[config.mk]
export PLATFORM = sky130hd
export DESIGN_NAME = tmc_timer
export DESIGN_NICKNAME = d
export VERILOG_FILES = /design/src/inc/tmc_pkg.sv /design/src/rtl/tmc_timer.sv
export VERILOG_INCLUDE_DIRS = /design/src /design/src/inc
export SDC_FILE = /design/constraint.sdc
export NUM_CORES = 1
export LEC_CHECK = 0
export BUFFER_PORTS_ARGS = -buffer_cell sky130_fd_sc_hd__buf_2
export CAP_MARGIN = 20
export CORE_UTILIZATION = 56
export DETAILED_ROUTE_END_ITERATION = 16
export GPL_ROUTABILITY_DRIVEN = 0
export PLACE_DENSITY = 0.84
export REMOVE_ABC_BUFFERS = 1
export SYNTH_ARGS = -nofsm -noshare
export SYNTH_HDL_FRONTEND = slang
export SYNTH_SLANG_ARGS = --single-unit
[constraint.sdc]
create_clock -name CLOCK_I -period 3.7 [get_ports CLOCK_I]
set_input_delay 0.185 -clock CLOCK_I [delete_from_list [all_inputs] [get_ports CLOCK_I]]
set_output_delay 0.185 -clock CLOCK_I [all_outputs]
set_load 0.01 [all_outputs]
[src/inc/tmc_regs.svh]
`ifndef TMC_REGS_SVH
`define TMC_REGS_SVH

// ==========================================================================
// register byte offsets
`define TMC_OFF_CTRL    6'h00
`define TMC_OFF_CMPA    6'h04
`define TMC_OFF_CMPB    6'h08
`define TMC_OFF_CMPP    6'h0C
`define TMC_OFF_COUNT   6'h10
`define TMC_OFF_STATUS  6'h14
`define TMC_OFF_MASK    6'h18
`define TMC_OFF_PINEN0  6'h1C
`define TMC_OFF_PINEN1  6'h20

// ==========================================================================
// control register fields
`define TMC_CTRL_W       12
`define TMC_CTRL_ON      0
`define TMC_CTRL_SEL_LO  1
`define TMC_CTRL_SEL_HI  3
`define TMC_CTRL_EDGE    4
`define TMC_CTRL_ACT_LO  5
`define TMC_CTRL_ACT_HI  6
`define TMC_CTRL_CLRSEL  7
`define TMC_CTRL_MODE_LO 8
`define TMC_CTRL_MODE_HI 9
`define TMC_CTRL_CENTRE  10
`define TMC_CTRL_CAPT    11

// ==========================================================================
// clock select codes
`define TMC_SEL_FSYS4    3'h0
`define TMC_SEL_FSYS     3'h1
`define TMC_SEL_FH16     3'h2
`define TMC_SEL_FH64     3'h3
`define TMC_SEL_FH       3'h4
`define TMC_SEL_RSVD     3'h5
`define TMC_SEL_TBC      3'h6
`define TMC_SEL_EXT      3'h7

// ==========================================================================
// output actions, status bits, reset values, dividers
`define TMC_ACT_NONE     2'h0
`define TMC_ACT_LOW      2'h1
`define TMC_ACT_HIGH     2'h2
`define TMC_ACT_TOGGLE   2'h3
`define TMC_FLAG_W       4
`define TMC_FLAG_A       0
`define TMC_FLAG_B       1
`define TMC_FLAG_P       2
`define TMC_FLAG_OVF     3
`define TMC_PINEN_RST    8'h01
`define TMC_FSYS_DIV_M1  2'h3
`define TMC_FH16_M1      4'hF
`define TMC_FH64_M1      6'h3F

`endif

[src/inc/tmc_pkg.sv]
package tmc_pkg;

  typedef enum logic [1:0] {
    TMC_COMPACT  = 2'h0,
    TMC_STANDARD = 2'h1,
    TMC_ENHANCED = 2'h2
  } tmc_variant_t;

  typedef enum logic [1:0] {
    TMC_MODE_COMPARE = 2'h0,
    TMC_MODE_TIMER   = 2'h1,
    TMC_MODE_PWM     = 2'h2,
    TMC_MODE_PULSE   = 2'h3
  } tmc_mode_t;

  typedef enum logic [1:0] {
    TMC_BUS_IDLE = 2'b01,
    TMC_BUS_ACK  = 2'b10
  } tmc_bus_t;

endpackage : tmc_pkg

[src/rtl/tmc_timer.sv]
`timescale 1ns/10ps
`default_nettype none
`include "tmc_regs.svh"

module tmc_timer
  import tmc_pkg::*;
#(
  parameter tmc_variant_t VARIANT     = TMC_COMPACT,
  parameter int           CNT_W       = 10,
  parameter logic [7:0]   PINEN0_MASK = 8'h03,
  parameter logic [7:0]   PINEN1_MASK = 8'h03
) (
  input  wire logic        CLOCK_I,             // system clock
  input  wire logic        RST_B_I,             // async reset, low
  input  wire logic        FH_CLK_I,            // internal high clock
  input  wire logic        TBC_CLK_I,           // time-base clock
  input  wire logic        TCK_PIN_I,           // timer_ext_input_pin
  input  wire logic [5:0]  AVS_ADDRESS_I,       // byte address
  input  wire logic        AVS_READ_I,          // read request
  input  wire logic        AVS_WRITE_I,         // write request
  input  wire logic [31:0] AVS_WRITEDATA_I,     // write data
  input  wire logic [3:0]  AVS_BYTEENABLE_I,    // byte lanes
  output logic      [31:0] AVS_READDATA_O,      // read data
  output logic             AVS_WAITREQUEST_O,   // stall
  output logic      [1:0]  TP_O,                // timer_output_pin
  output logic      [1:0]  TP_OE_O,             // pin handed to timer
  output logic             TCK_CLAIM_O,         // input pin taken
  output logic             IRQ_O                // level interrupt
);

  // ========================================================================
  // input synchronisers
  logic [2:0] async_in;
  logic [2:0] sync1;
  logic [2:0] sync2;
  logic [2:0] sync3;

  assign async_in = {TCK_PIN_I, TBC_CLK_I, FH_CLK_I};

  generate
    for (genvar g = 0; g < 3; g++) begin : g_sync
      always_ff @(posedge CLOCK_I or negedge RST_B_I) begin
        if (!RST_B_I) begin
          sync1[g] <= 1'b0;
          sync2[g] <= 1'b0;
          sync3[g] <= 1'b0;
        end else begin
          sync1[g] <= async_in[g];
          sync2[g] <= sync1[g];
          sync3[g] <= sync2[g];
        end
      end
    end
  endgenerate

  // ========================================================================
  // registers
  logic [`TMC_CTRL_W-1:0] ctrl;
  logic [CNT_W-1:0]       cmp_a;
  logic [CNT_W-1:0]       cmp_b;
  logic [CNT_W-1:0]       cmp_p;
  logic [CNT_W-1:0]       cnt;
  logic                   dir;
  logic                   on_prev;
  logic [`TMC_FLAG_W-1:0] status;
  logic [`TMC_FLAG_W-1:0] mask;
  logic [7:0]             pinen0;
  logic [7:0]             pinen1;
  logic [1:0]             sys_div;
  logic [5:0]             fh_div;
  logic                   out_a;
  logic                   out_b;
  logic                   claim;
  logic                   irq;
  logic [31:0]            rdata;
  logic                   wait_req;
  tmc_bus_t               bus_st;

  // ========================================================================
  // control decode
  wire       ctrl_on   = ctrl[`TMC_CTRL_ON];
  wire [2:0] ctrl_sel  = ctrl[`TMC_CTRL_SEL_HI:`TMC_CTRL_SEL_LO];
  wire       ctrl_edge = ctrl[`TMC_CTRL_EDGE];
  wire [1:0] ctrl_act  = ctrl[`TMC_CTRL_ACT_HI:`TMC_CTRL_ACT_LO];
  wire       ctrl_clrs = ctrl[`TMC_CTRL_CLRSEL];
  wire [1:0] ctrl_mode = ctrl[`TMC_CTRL_MODE_HI:`TMC_CTRL_MODE_LO];

  wire is_enh   = (VARIANT == TMC_ENHANCED);
  wire is_std   = (VARIANT == TMC_STANDARD);
  wire mode_cmp = (ctrl_mode == TMC_MODE_COMPARE) && !is_enh;
  wire mode_pwm = (ctrl_mode == TMC_MODE_PWM);
  wire mode_cap = (ctrl_mode == TMC_MODE_PULSE) && is_std
                  && ctrl[`TMC_CTRL_CAPT];
  wire mode_spo = (ctrl_mode == TMC_MODE_PULSE) && !mode_cap
                  && (is_std || is_enh);
  wire centre   = is_enh && mode_pwm && ctrl[`TMC_CTRL_CENTRE];

  // ========================================================================
  // clock source selection
  wire fh_rise  = sync2[0] & ~sync3[0];
  wire tb_rise  = sync2[1] & ~sync3[1];
  wire ext_hit  = ctrl_edge ? (~sync2[2] & sync3[2])
                            : (sync2[2] & ~sync3[2]);
  wire t_fsys4  = (sys_div == `TMC_FSYS_DIV_M1);
  wire t_fh16   = fh_rise && (fh_div[3:0] == `TMC_FH16_M1);
  wire t_fh64   = fh_rise && (fh_div == `TMC_FH64_M1);
  logic tick;

  always_comb begin
    case (ctrl_sel)
      `TMC_SEL_FSYS4: tick = t_fsys4;
      `TMC_SEL_FSYS:  tick = 1'b1;
      `TMC_SEL_FH16:  tick = t_fh16;
      `TMC_SEL_FH64:  tick = t_fh64;
      `TMC_SEL_FH:    tick = fh_rise;
      `TMC_SEL_TBC:   tick = tb_rise;
      `TMC_SEL_EXT:   tick = ext_hit;
      default:        tick = 1'b0;
    endcase
  end

  always_ff @(posedge CLOCK_I or negedge RST_B_I) begin
    if (!RST_B_I) begin
      sys_div <= 2'h0;
      fh_div  <= 6'h00;
    end else begin
      sys_div <= sys_div + 2'h1;
      fh_div  <= fh_rise ? fh_div + 6'h01 : fh_div;
    end
  end

  // ========================================================================
  // counter and comparators
  wire run       = ctrl_on;
  wire on_rise   = ctrl_on && !on_prev;
  wire step      = run && tick;
  wire match_a   = (cnt == cmp_a);
  wire match_b   = is_enh && (cnt == cmp_b);
  wire match_p   = (cnt == cmp_p);
  wire clear_hit = ctrl_clrs ? match_a : match_p;
  wire cap_ev    = mode_cap && run && ext_hit;
  wire ev_a      = (step && match_a && !mode_cap) || cap_ev;
  wire ev_b      = step && match_b;
  wire ev_p      = step && match_p;
  wire ev_ovf    = step && !centre && !clear_hit && (&cnt);
  logic [CNT_W-1:0] next_cnt;
  logic             next_dir;

  always_comb begin
    next_cnt = cnt;
    next_dir = dir;
    if (on_rise) begin
      next_cnt = '0;
      next_dir = 1'b0;
    end else if (step) begin
      if (centre) begin
        if (!dir && match_p) begin
          next_dir = 1'b1;
          next_cnt = cnt - CNT_W'(1);
        end else if (dir && (cnt == '0)) begin
          next_dir = 1'b0;
          next_cnt = cnt + CNT_W'(1);
        end else begin
          next_cnt = dir ? cnt - CNT_W'(1) : cnt + CNT_W'(1);
        end
      end else if (clear_hit) begin
        next_cnt = '0;
      end else begin
        next_cnt = cnt + CNT_W'(1);
      end
    end
  end

  always_ff @(posedge CLOCK_I or negedge RST_B_I) begin
    if (!RST_B_I) begin
      cnt     <= '0;
      dir     <= 1'b0;
      on_prev <= 1'b0;
    end else begin
      cnt     <= next_cnt;
      dir     <= next_dir;
      on_prev <= ctrl_on;
    end
  end

  // ========================================================================
  // output pins
  logic next_out_a;
  logic next_out_b;

  always_comb begin
    next_out_a = out_a;
    if (mode_pwm) begin
      next_out_a = (next_cnt < cmp_a);
    end else if (mode_spo) begin
      next_out_a = ctrl_on && !(ev_a);
    end else if (mode_cmp && ev_a) begin
      case (ctrl_act)
        `TMC_ACT_LOW:    next_out_a = 1'b0;
        `TMC_ACT_HIGH:   next_out_a = 1'b1;
        `TMC_ACT_TOGGLE: next_out_a = ~out_a;
        default:         next_out_a = out_a;
      endcase
    end
    next_out_b = (is_enh && mode_pwm) ? (next_cnt < cmp_b)
                                      : next_out_a;
  end

  always_ff @(posedge CLOCK_I or negedge RST_B_I) begin
    if (!RST_B_I) begin
      out_a <= 1'b0;
      out_b <= 1'b0;
      claim <= 1'b0;
    end else begin
      out_a <= next_out_a;
      out_b <= next_out_b;
      claim <= (ctrl_sel == `TMC_SEL_EXT) || mode_cap;
    end
  end

  // ========================================================================
  // bus decode
  wire        bus_req = AVS_READ_I || AVS_WRITE_I;
  wire        acc     = (bus_st == TMC_BUS_ACK);
  wire        wr_acc  = acc && AVS_WRITE_I;
  wire [31:0] be_mask = {{8{AVS_BYTEENABLE_I[3]}}, {8{AVS_BYTEENABLE_I[2]}},
                         {8{AVS_BYTEENABLE_I[1]}}, {8{AVS_BYTEENABLE_I[0]}}};
  wire        sel_ctrl = (AVS_ADDRESS_I == `TMC_OFF_CTRL);
  wire        sel_cmpa = (AVS_ADDRESS_I == `TMC_OFF_CMPA);
  wire        sel_cmpb = (AVS_ADDRESS_I == `TMC_OFF_CMPB);
  wire        sel_cmpp = (AVS_ADDRESS_I == `TMC_OFF_CMPP);
  wire        sel_cnt  = (AVS_ADDRESS_I == `TMC_OFF_COUNT);
  wire        sel_stat = (AVS_ADDRESS_I == `TMC_OFF_STATUS);
  wire        sel_mask = (AVS_ADDRESS_I == `TMC_OFF_MASK);
  wire        sel_pe0  = (AVS_ADDRESS_I == `TMC_OFF_PINEN0);
  wire        sel_pe1  = (AVS_ADDRESS_I == `TMC_OFF_PINEN1);

  function automatic logic [31:0] merge(input logic [31:0] old,
                                        input logic [31:0] wd,
                                        input logic [31:0] m);
    merge = (old & ~m) | (wd & m);
  endfunction : merge

  wire [31:0] ctrl_z  = {{(32-`TMC_CTRL_W){1'b0}}, ctrl};
  wire [31:0] cmpa_z  = {{(32-CNT_W){1'b0}}, cmp_a};
  wire [31:0] cmpb_z  = {{(32-CNT_W){1'b0}}, cmp_b};
  wire [31:0] cmpp_z  = {{(32-CNT_W){1'b0}}, cmp_p};
  wire [31:0] cnt_z   = {{(32-CNT_W){1'b0}}, cnt};
  wire [31:0] stat_z  = {{(32-`TMC_FLAG_W){1'b0}}, status};
  wire [31:0] mask_z  = {{(32-`TMC_FLAG_W){1'b0}}, mask};
  wire [31:0] pe0_z   = {24'h000000, pinen0};
  wire [31:0] pe1_z   = {24'h000000, pinen1};
  wire [31:0] wr_ctrl = merge(ctrl_z, AVS_WRITEDATA_I, be_mask);
  wire [31:0] wr_cmpa = merge(cmpa_z, AVS_WRITEDATA_I, be_mask);
  wire [31:0] wr_cmpb = merge(cmpb_z, AVS_WRITEDATA_I, be_mask);
  wire [31:0] wr_cmpp = merge(cmpp_z, AVS_WRITEDATA_I, be_mask);
  wire [31:0] wr_mask = merge(mask_z, AVS_WRITEDATA_I, be_mask);
  wire [31:0] wr_pe0  = merge(pe0_z, AVS_WRITEDATA_I, be_mask);
  wire [31:0] wr_pe1  = merge(pe1_z, AVS_WRITEDATA_I, be_mask);
  wire [31:0] w1c     = (wr_acc && sel_stat) ?
                        (AVS_WRITEDATA_I & be_mask) : 32'h00000000;

  wire [31:0] rd_mux =
    sel_ctrl ? ctrl_z :
    sel_cmpa ? cmpa_z :
    sel_cmpb ? (is_enh ? cmpb_z : 32'h00000000) :
    sel_cmpp ? cmpp_z :
    sel_cnt  ? cnt_z  :
    sel_stat ? stat_z :
    sel_mask ? mask_z :
    sel_pe0  ? pe0_z  :
    sel_pe1  ? pe1_z  : 32'h00000000;

  // ========================================================================
  // bus handshake: one wait cycle per access
  always_ff @(posedge CLOCK_I or negedge RST_B_I) begin
    if (!RST_B_I) begin
      bus_st   <= TMC_BUS_IDLE;
      wait_req <= 1'b1;
      rdata    <= 32'h00000000;
    end else begin
      case (bus_st)
        TMC_BUS_IDLE: begin
          if (bus_req) begin
            bus_st   <= TMC_BUS_ACK;
            wait_req <= 1'b0;
            rdata    <= AVS_READ_I ? rd_mux : 32'h00000000;
          end
        end
        TMC_BUS_ACK: begin
          bus_st   <= TMC_BUS_IDLE;
          wait_req <= 1'b1;
        end
        default: begin
          bus_st   <= TMC_BUS_IDLE;
          wait_req <= 1'b1;
        end
      endcase
    end
  end

  // ========================================================================
  // software registers
  wire [`TMC_FLAG_W-1:0] events;
  wire [`TMC_FLAG_W-1:0] next_status;
  wire                   spo_stop = mode_spo && ev_a;
  wire [`TMC_FLAG_W-1:0] next_mask = (wr_acc && sel_mask) ?
                                     wr_mask[`TMC_FLAG_W-1:0] : mask;

  assign events = {ev_ovf, ev_p, ev_b, ev_a};
  assign next_status = (status & ~w1c[`TMC_FLAG_W-1:0]) | events;

  always_ff @(posedge CLOCK_I or negedge RST_B_I) begin
    if (!RST_B_I) begin
      ctrl <= '0;
    end else if (wr_acc && sel_ctrl) begin
      ctrl <= wr_ctrl[`TMC_CTRL_W-1:0];
    end else if (spo_stop) begin
      ctrl[`TMC_CTRL_ON] <= 1'b0;
    end
  end

  always_ff @(posedge CLOCK_I or negedge RST_B_I) begin
    if (!RST_B_I) begin
      cmp_a <= '0;
      cmp_b <= '0;
      cmp_p <= '0;
    end else begin
      if (cap_ev) begin
        cmp_a <= cnt;
      end else if (wr_acc && sel_cmpa) begin
        cmp_a <= wr_cmpa[CNT_W-1:0];
      end
      if (wr_acc && sel_cmpb && is_enh) begin
        cmp_b <= wr_cmpb[CNT_W-1:0];
      end
      if (wr_acc && sel_cmpp) begin
        cmp_p <= wr_cmpp[CNT_W-1:0];
      end
    end
  end

  always_ff @(posedge CLOCK_I or negedge RST_B_I) begin
    if (!RST_B_I) begin
      status <= '0;
      mask   <= '0;
      irq    <= 1'b0;
      pinen0 <= `TMC_PINEN_RST & PINEN0_MASK;
      pinen1 <= `TMC_PINEN_RST & PINEN1_MASK;
    end else begin
      status <= next_status;
      irq    <= |(next_status & next_mask);
      if (wr_acc && sel_mask) begin
        mask <= wr_mask[`TMC_FLAG_W-1:0];
      end
      if (wr_acc && sel_pe0) begin
        pinen0 <= wr_pe0[7:0] & PINEN0_MASK;
      end
      if (wr_acc && sel_pe1) begin
        pinen1 <= wr_pe1[7:0] & PINEN1_MASK;
      end
    end
  end

  // ========================================================================
  // outputs
  assign AVS_READDATA_O    = rdata;
  assign AVS_WAITREQUEST_O = wait_req;
  assign TP_O              = {out_b, out_a};
  assign TP_OE_O           = pinen0[1:0];
  assign TCK_CLAIM_O       = claim;
  assign IRQ_O             = irq;

endmodule : tmc_timer
`default_nettype wire

Yosys cells after proc, flatten, opt, wreduce, memory -nomap -nowiden
Index checks and enable logic that the tools add are counted.

word-level totals
  output and inout bits = 39
  register bits after elaboration = 110

cells by class
  reduce and logical (&&, ||, !) cells = 29
  magnitude comparators = 1
  add/sub/neg operators = 3
  eq/ne operators = 26
  bitwise operators = 27
  multiplexer cells = 25

operators with widths
  operator                                                               number
  10-bit 2-to-1 mux                                                      7
  12-bit bitwise AND                                                     2
  6-bit by 5-bit equality test with 1-bit output, second input constant  4
  12-bit 2-to-1 mux                                                      2
  10-bit bitwise AND                                                     2
  10-bit equality test                                                   2
  10-bit bitwise OR                                                      2
  1-bit logical AND                                                      17
  4-bit 2-to-1 mux                                                       4
  4-bit bitwise AND                                                      3
  6-bit by 4-bit equality test with 1-bit output, second input constant  2
  6-bit equality test, second input constant                             2
  12-bit NOT                                                             1
  12-bit bitwise OR                                                      1
  10-bit by 1-bit adder with 10-bit output, second input constant        1
  2-bit equality test, second input constant                             5
  10-bit less-than comparator                                            1
  10-bit AND reduction                                                   1
  3-bit equality test, second input constant                             3
  2-bit 2-to-1 mux                                                       4
  4-bit bitwise OR                                                       2
  1-bit case mux with 7 select lines                                     1
  6-bit by 1-bit adder with 6-bit output, second input constant          1
  3-bit by 2-bit equality test with 1-bit output, second input constant  2
  22 further kinds                                                       39

Logic depth before layout (Yosys ltp)
Gate-level depths: netlist (run 1).

  word-level depth = 11
  depth in mapped cells = 15

Least setup slack after synthesis (run 1)
No wires, ideal clock.

  path kind = register to register
  start = register with a tool-made name
  end = register out_b
  period minus slack after synthesis = 3.010 ns
  slack = 0.690 ns
  arrival time = 2.932 ns
  data required time = 3.623 ns
  stages on the path, launching flop included = 14
  buffers on the path = 0
  cells stage by stage = dfrtp_1 -> or3b_2 -> a21boi_1 -> o41ai_1 -> a211o_1 -> or4_1 -> o21ai_0 -> ha_1 -> a211oi_1 -> nor2_1 -> o221ai_1 -> and4b_1 -> o31ai_1 -> a21oi_1

RTL lines
  item                  line              text
  to (signal assigned)  tmc_timer.sv:216  out_b <= next_out_b;
  to (decl)             tmc_timer.sv:72   logic out_b;

==> results of run 1 <==
-- timing repair --
action / 4_1_cts / 5_1_grt
gates resized for setup: 0 / 2
endpoints found under the setup margin: 0 / 1
hold endpoints to repair: 65 / 0
hold buffers: 4 / 0
-- area by class of cell --
type / count / area [um^2] / share of cell area, %
Clock inverter: 5 / 81.3 / 1.54
Timing Repair Buffer: 58 / 335 / 6.36
Clock buffer: 10 / 128 / 2.42
Tap cell: 105 / 131 / 2.49
Inverter: 13 / 48.8 / 0.925
Sequential cell: 89 / 2230 / 42.3
Multi-Input combinational cell: 335 / 2320 / 43.9
-- report_power, final --
part	internal (uW)	switching [uW]	total, uW
combinational	125	188	313
sequential	1050	68.4	1120
clock	377	342	719
-- final timing paths --
check / from / to / slack [ps] / depth (start not counted)
worst max register to register: register / out_b / 240 / 13
max in group asynchronous: RST_B_I / cnt[1] / 2390 / 3
worst min-delay path: AVS_WRITEDATA_I[10] / register / 40 / 2
min in group asynchronous: RST_B_I / async pin / 460 / 2
worst max-delay path: register / out_b / 240 / 13
worst min register to register: sync1[0] / sync2[0] / 350 / 0
-- metrics by stage --
| stage | util [%] | total power (uW) |
|---|---|---|
| floorplan | - | 1300 |
| global placement | 60.7 | 1420 |
| detailed placement | 60.7 | 1440 |
| CTS | 63.7 | 2150 |
| global route | 63.8 | 2240 |
| finish | 63.8 | 2150 |
-- routing by layer --
layer	up-vias	GRT usage, %	routed length, um
met2	221	42.9	5200
met1	1837	33.8	4510
met4	0	14.6	427
li1	1723	-	-
met5	-	0	0
met3	40	4.75	893
-- kinds of logic (layout without fill, tap and decap cells) --
family,count (synthesis),in the layout,share of synthesized area (%)
other cells,1,20,0.0784
fa+ha+maj,12,12,3.14
compound gates,93,93,13.4
xor+xnor,25,25,4.58
buf+inv,58,86,6.70
mux,39,39,9.10
simple gates,146,146,16.4
flops,89,89,46.6
-- cells in the final DEF (no fill, tap or decap), types with 5 or more instances in the layout --
cell       n
dfrtp_1   86
xnor2_1   20
nor3_1    10
inv_1     13
nand2b_1   7
nand2_1   48
xor2_1     5
a22o_1    10
a211oi_1   5
nand3_1   13
mux2i_1    6
a222oi_1   6
buf_4     10
clkbuf_8   9
nor2_1    18
mux2_2    32
ha_1      12
conb_1    20
o21ai_0   27
and3_1     7
a21oi_1   17
or3_1      5
buf_2     44
o221ai_1   5
nor2b_1    7
-- worst register-to-register path: cells and delay by family (launching register included) --
| kind | cells | cell delay [ps] |
|---|---|---|
| AND/OR/NAND/NOR | 4 | 1280 |
| flip-flops | 1 | 420 |
| AO/OA/AOI/OAI | 8 | 1410 |
| adder cells (fa/ha/maj) | 1 | 290 |
==> metrics.txt, run 1 <==
outcome=completed; Avg Inst Size Synth=10.3 um^2; total number of vias=3821; total wire length=11.0 mm; DR iter-0 viols=299; Place WS=223 ps; mapped cell area=0.00478 mm^2; maxcap violations=0; vias per cell=6.21; post-route insts no fill=615; Tot GR Track Use=26.6%; Worst Tran Pin Value=878 ps; CTS Buffer Depth=2; RSZ-0062 raised after global routing=no; core area=0.00826 mm^2; #FFs+latches synth=89; Worst setup SP type=register; ys async rst share=100%; Post-synth EDFFs=0; CTS tree=done; antenna violations before repair=0; layout cells sized above 1=22.2%; worst path cell trace=or3b_2 -> a21boi_1 -> o41ai_1 -> a211o_2 -> or4_1 -> o21ai_0 -> ha_1 -> a211oi_1 -> nor2_1 -> o221ai_1 -> and4b_1 -> o31ai_1 -> a21oi_1; CP endpoint kind=register; Reg clk slew, reported paths=90 ps; setup violators final=0; row cnt=33; hpwl dp=7.94 mm; Tcrit/Tclk final=93.6%; post-synthesis cell type count=63; worst hold slack=42.6 ps; power per cell area=408 mW/mm^2; post-synth top area cell=dfrtp_1; TritonCTS Buffers=9; clock insertion delay at the later pin of the skew report=370 ps; H-tree depth=3; static leakage=0.00245 uW; nets@finish=567; die height=94.4 um; Critical path buffers and inverters=0; family with the most delay on the worst path=compound AO/OA/AOI/OAI gates; synth warn=0; VDD IR max=0.187 mV; critical path arrival=3760 ps; Synth Instances=463; top-count cell post-synth=dfrtp_1; fill count=624; CTS root buf=clkbuf_8; slowest cell on the critical path=or3b_2; Post-route DRC=0; DP Area=0.00501 mm^2; Routed WL per cell=17.9 um; first-pass GRT wire length=18.0 mm; CTS Sinks=89; Post-CTS Setup Inserts=0; ANT nets after route=0; Setup CP Type=reg -> reg; Worst slew margin=40.6%; Worst Hold Class=in -> reg; Initial Utilization=57.9%; list of most frequent post-synthesis cells=86 x dfrtp_1, 48 x nand2_1, 32 x mux2_2; pin count of the biggest net entering global routing=67; Area growth, synth to finish=10.2%; Worst EP required=4000 ps; grt ovf=0; Post-synth top flop=dfrtp_1; DR pass1 iterations=5; # placed instances=596; highest clock rate=289 MHz; max-slew violations=0; Seq/Total Area, Yosys=46.6%; vias in the first global route=3705; Clock Skew=10.0 ps; Hold Vio Cnt, Final=0; Final WS setup=238 ps; fin area=0.00527 mm^2; CP peak stage delay=480 ps; IO Count=88; minimum clock period=3460 ps; Diodes inserted=0; final setup TNS=0 ps; dominant cells by area after synthesis=dfrtp_1 45%, mux2_2 7.5%, nand2_1 3.8%; post-synth top area share=45.0%; die area=0.00892 mm^2; Critical Path Fanout Max=12; PortBufs=45; width of the die=94.4 um
Note: power is estimated with default switching activity, not from simulation.
==> run 2: changes to the inputs <==
==> constraint.sdc (replaced) <==
create_clock -name CLOCK_I -period 3.2 [get_ports CLOCK_I]
set_input_delay 0.16 -clock CLOCK_I [delete_from_list [all_inputs] [get_ports CLOCK_I]]
set_output_delay 0.16 -clock CLOCK_I [all_outputs]
set_load 0.01 [all_outputs]
==> metrics.txt, run 2 (synthesis results as in run 1) <==
minimum clock period=3320 ps (-145 ps); worst hold slack=24.0 ps (-18.6 ps); total wire length=12.3 mm (+12%); Routed WL per cell=19.0 um (+6.1%); fin area=0.00562 mm^2 (+6.6%); hpwl dp=8.40 mm (+5.8%); Tot GR Track Use=28.2% (+1.6 points); static leakage=0.00263 uW (+7.4%); maxcap violations=0 (unchanged); violated checks=negative setup slack; DR iter-0 viols=313 (+4.7%); total number of vias=4035 (+5.6%); H-tree depth=3 (unchanged); area of the multi-input gates=0.00239 mm^2 (+3.3%); VDD IR max=0.246 mV (+31%); Critical R2R Launch=fh_div[0]; R2R setup slack=-120 ps (-360 ps); Worst slew margin=39.6% (-1.0 points); pin count of the biggest net entering global routing=90 (+34%); RSZ-0062 raised after global routing=yes; Area growth, synth to finish=17.5%; CTS Sinks=89 (unchanged); die height=94.4 um (unchanged); CP endpoint kind=register; grt ovf=0 (unchanged); max-slew violations=0 (unchanged); Diodes inserted=0 (unchanged); setup violators final=1 (+1); outcome=finished, violations left; worst setup path endpoint=out_b; Tcrit/Tclk final=104% (+10 points); vias per cell=6.23 (+0.22%); DR pass1 iterations=5 (unchanged); Hold Vio Cnt, Final=0 (unchanged); row cnt=33 (unchanged); Worst R2R End=out_b; Clock Skew=13.0 ps (+2.93 ps); highest clock rate=302 MHz (+4.4%); DP Area=0.00521 mm^2 (+4.0%); Final WS setup=-117 ps (-355 ps); most frequent cells in the layout=86 x dfrtp_1, 48 x nand2_1, 44 x buf_2; layout cells sized above 1=29.1% (+6.9 points); Setup CP Type=reg -> reg; CTS Buffer Depth=2 (unchanged); die area=0.00892 mm^2 (unchanged); first-pass GRT wire length=19.0 mm (+5.8%); power per cell area=463 mW/mm^2 (+13%); worst reg2reg path depth=14 (+1); IO Count=88 (unchanged); CTS root buf=clkbuf_8; ANT nets after route=0 (unchanged); width of the die=94.4 um (unchanged); most common cell after layout, fill and taps aside=dfrtp_1; TritonCTS Buffers=9 (unchanged); antenna violations before repair=0 (unchanged); Reg clk slew, reported paths=90 ps (about the same); fill count=580 (-7.1%); CTS tree=done; Post-route DRC=0 (unchanged); nets@finish=599 (+5.6%); Initial Utilization=57.9% (unchanged); Worst EP required=3490 ps (-510 ps); clock insertion delay at the later pin of the skew report=370 ps (about the same); Crit. Startpoint=fh_div[0]; Worst Hold Class=in -> reg; vias in the first global route=3867 (+4.4%); Worst setup SP type=register; PortBufs=45 (unchanged); core area=0.00826 mm^2 (unchanged); Critical Path Fanout Max=8 (-4); critical path arrival=3600 ps (-160 ps); Worst Tran Pin Value=904 ps (+25.7 ps); Reg area=0.00223 mm^2 (unchanged)
==> run 2: layer usage <==
metal / global-route usage (%) / vias to the layer above / routed length (um)
li1: - / 1782 / -
met1: 36.1 / 1932 / 4810
met2: 45.9 / 270 / 6000
met3: 4.11 / 51 / 1020
met4: 15.5 / 0 / 505
met5: 0 / - / 0
==> run 2: through the flow <==
step | worst slack (ps) | TNS, ps | cells | util [%] | total power, uW
finish | -117 | -117 | 648 | 68.1 | 2600
global placement | -106 | -106 | 623 | 63.1 | 1690
global route | -279 | -279 | 648 | 68.1 | 2700
detailed placement | -205 | -205 | 623 | 63.1 | 1710
CTS | -98.3 | -98.3 | 644 | 66.8 | 2570
floorplan | -224 | -224 | 437 | - | 1510
==> run 2: critical path, cell delays in order (launching register included) <==
cell	delay (ps)
dfrtp_1	370
ha_2	170
nand3b_1	150
a2111oi_4	350
o41ai_2	130
a211o_4	360
or4_4	560
o21ai_4	90
ha_4	230
a211oi_2	210
nor2_1	60
o221ai_1	140
and4b_1	230
o31ai_2	60
a21oi_1	130
==> run 2: worst min-delay path by stage <==
| stage | start | to | cells after the start |
|---|---|---|---|
| after floorplan | RST_B_I | AVS_READDATA_O[0] | 0 |
| after global placement | TCK_PIN_I | sync1[2] | 1 |
| after detailed placement | TCK_PIN_I | sync1[2] | 1 |
| after CTS | AVS_WRITEDATA_I[10] | register | 2 |
| after global routing | AVS_WRITEDATA_I[10] | register | 2 |
| final | AVS_WRITEDATA_I[10] | register | 2 |
==> run 2: cell type report <==
| type | instances | area share, % |
|---|---|---|
| clock inverters | 6 | 1.63 |
| well taps | 105 | 2.34 |
| inverters | 13 | 0.868 |
| repair buffers | 90 | 10.6 |
| clock buffers | 10 | 2.27 |
| multi-input cells | 335 | 42.6 |
| flip-flops and latches | 89 | 39.7 |
==> run 2: repair_timing <==
item | in CTS | in global routing
setup endpoints to repair | 1 | 1
gates resized for setup | 8 | 11
setup buffers | 2 | 3
hold buffers | 3 | 1
endpoints found under the hold margin | 3 | 17
gates cloned | 0 | 0
pin swaps | 4 | 12
==> run 2: power by group <==
group	internal (uW)	switching, uW
registers	1220	65.5
logic	200	251
clock network	443	423
==> run 3: changes to the inputs <==
--- a/config.mk
+++ b/config.mk
@@ -11,6 +11,7 @@
 export CORE_UTILIZATION = 56
 export DETAILED_ROUTE_END_ITERATION = 16
 export GPL_ROUTABILITY_DRIVEN = 0
+export HOLD_SLACK_MARGIN = 0.08
 export PLACE_DENSITY = 0.84
 export REMOVE_ABC_BUFFERS = 1
 export SYNTH_ARGS = -nofsm -noshare
==> metrics.txt, run 3 (synthesis results as in run 1) <==
outcome=finished, violations left; violated checks=negative setup slack; Reg power frac=49.1% (-0.2 points); Worst slew margin=38.4% (-1.2 points); vias per cell=6.26 (+0.52%); max-slew violations=0 (unchanged); row cnt=33 (unchanged); static leakage=0.00266 uW (+1.2%); Worst EP required=3430 ps (-60 ps); nets@finish=606 (+1.2%); worst hold slack=84.5 ps (+60.5 ps); TritonCTS Buffers=9 (unchanged); power per cell area=459 mW/mm^2 (-0.81%); Worst setup SP type=register; DR pass1 iterations=5 (unchanged); Hold Vio Cnt, Final=0 (unchanged); most frequent cells in the layout=86 x dfrtp_1, 48 x nand2_1, 44 x buf_2; CTS Sinks=89 (unchanged); minimum clock period=3310 ps (-6.18 ps); Critical Path Fanout Max=8 (unchanged); RSZ-0062 raised after global routing=yes; Clk pwr share=33.3% (about the same); CTS root buf=clkbuf_8; vias in the first global route=3971 (+2.7%); setup violators final=1 (unchanged); antenna violations before repair=0 (unchanged); Initial Utilization=57.9% (unchanged); Setup CP Type=reg -> reg; CTS Buffer Depth=2 (unchanged); most common cell after layout, fill and taps aside=dfrtp_1; grt ovf=0 (unchanged); highest clock rate=302 MHz (+0.19%); final core utilization=68.9% (+0.82 points); die height=94.4 um (unchanged); Worst Hold Class=in -> reg; first-pass GRT wire length=19.6 mm (+2.8%); combinational share of power=17.6% (+0.2 points); VDD IR max=0.246 mV (about the same); worst reg2reg path depth=14 (unchanged); Reg clk slew, reported paths=90 ps (about the same); total wire length=12.6 mm (+2.1%); core area=0.00826 mm^2 (unchanged); Tot GR Track Use=29.0% (+0.84 points); Clock Skew=12.0 ps (-0.996 ps); Net Sw Power=744 uW (+0.60%); maxcap violations=0 (unchanged); Post-route DRC=0 (unchanged); hpwl dp=8.40 mm (unchanged); CP endpoint kind=register; Final WS setup=-110 ps (+6.18 ps); pin count of the biggest net entering global routing=90 (unchanged); DR iter-0 viols=332 (+6.1%); switching fraction of total power=28.5% (+0.061 points); IO Count=88 (unchanged); ANT nets after route=0 (unchanged); layout cells sized above 1=28.5% (-0.55 points); Int Pwr=1870 uW (+0.29%); H-tree depth=3 (unchanged); clock insertion delay at the later pin of the skew report=370 ps (about the same); PortBufs=45 (unchanged); critical path arrival=3540 ps (-60 ps); die area=0.00892 mm^2 (unchanged); Tcrit/Tclk final=103% (-0.19 points); width of the die=94.4 um (unchanged); Diodes inserted=0 (unchanged); total number of vias=4100 (+1.6%); Area growth, synth to finish=18.9%; Worst Tran Pin Value=922 ps (+18.0 ps); Routed WL per cell=19.2 um (+1.0%); CTS tree=done; Hold Crit Depth=3 (+1)
## run 3: per-layer routing
layer / share of wire, % / vias to the layer above / routed length (um) / global-route usage, %
li1: - / 1796 / - / -
met1: 39 / 1968 / 4870 / 36.4
met2: 49 / 278 / 6150 / 47.9
met3: 8.1 / 58 / 1020 / 4.43
met4: 4.4 / 0 / 549 / 16.2
met5: 0 / - / 0 / 0
## run 3: final timing paths
| kind | from | endpoint | slack [ps] |
|---|---|---|---|
| setup reg to reg | fh_div[0] | out_b | -110 |
| hold reg to reg | sync1[0] | sync2[0] | 350 |
| min in group asynchronous | RST_B_I | mask[1] | 200 |
| setup / recovery | fh_div[0] | out_b | -110 |
| hold / removal | AVS_WRITEDATA_I[2] | register | 80 |
| max in group asynchronous | RST_B_I | bus_st[0] | 2330 |
## run 3: what timing repair did
| action | 4_1_cts | 5_1_grt |
|---|---|---|
| hold endpoints to repair | 105 | 0 |
| setup buffers | 2 | 3 |
| hold buffers | 11 | 0 |
| setup endpoints to repair | 1 | 1 |
| gates resized for setup | 8 | 9 |
| pin swaps | 4 | 12 |
| cloned | 0 | 0 |
## run 3: cell type report
cell class	count	area, um^2
inverters	13	48.8
clock inverters	6	91.3
multi-input cells	335	2390
flip-flops and latches	89	2230
repair buffers	97	666
well taps	105	131
clock buffers	10	128
fillers	567	2570
## run 3: power by group through the flow
stage                     combinational, uW  sequential [uW]  clock [uW]
after CTS                               431             1280         863
after global routing                    505             1290         915
after floorplan                         196             1310           0
final                                   459             1280         868
after detailed placement                412             1300           0
after global placement                  393             1290           0
## run 3: worst max-delay path: stages, from the launching register on
cell and delay [ps]:
dfrtp_1 370, ha_2 170, nand3b_1 140, a2111oi_4 350, o41ai_2 130, a211o_4 360, buf_4 150, or3_1 380
a21oi_2 200, ha_1 170, and3_1 180, o221ai_1 110, and4b_1 220, o31ai_2 190, a21oi_1 70
## run 3: metrics by stage
step | total power, uW | TNS, ps | worst slack (ps) | instances | instance area, um^2
after floorplan | 1510 | -224 | -224 | 437 | 4580
after global placement | 1690 | -106 | -106 | 623 | 5210
after detailed placement | 1710 | -205 | -205 | 623 | 5210
after CTS | 2570 | -98.3 | -98.3 | 652 | 5600
after global routing | 2710 | -279 | -279 | 655 | 5690
final | 2610 | -110 | -110 | 655 | 5690
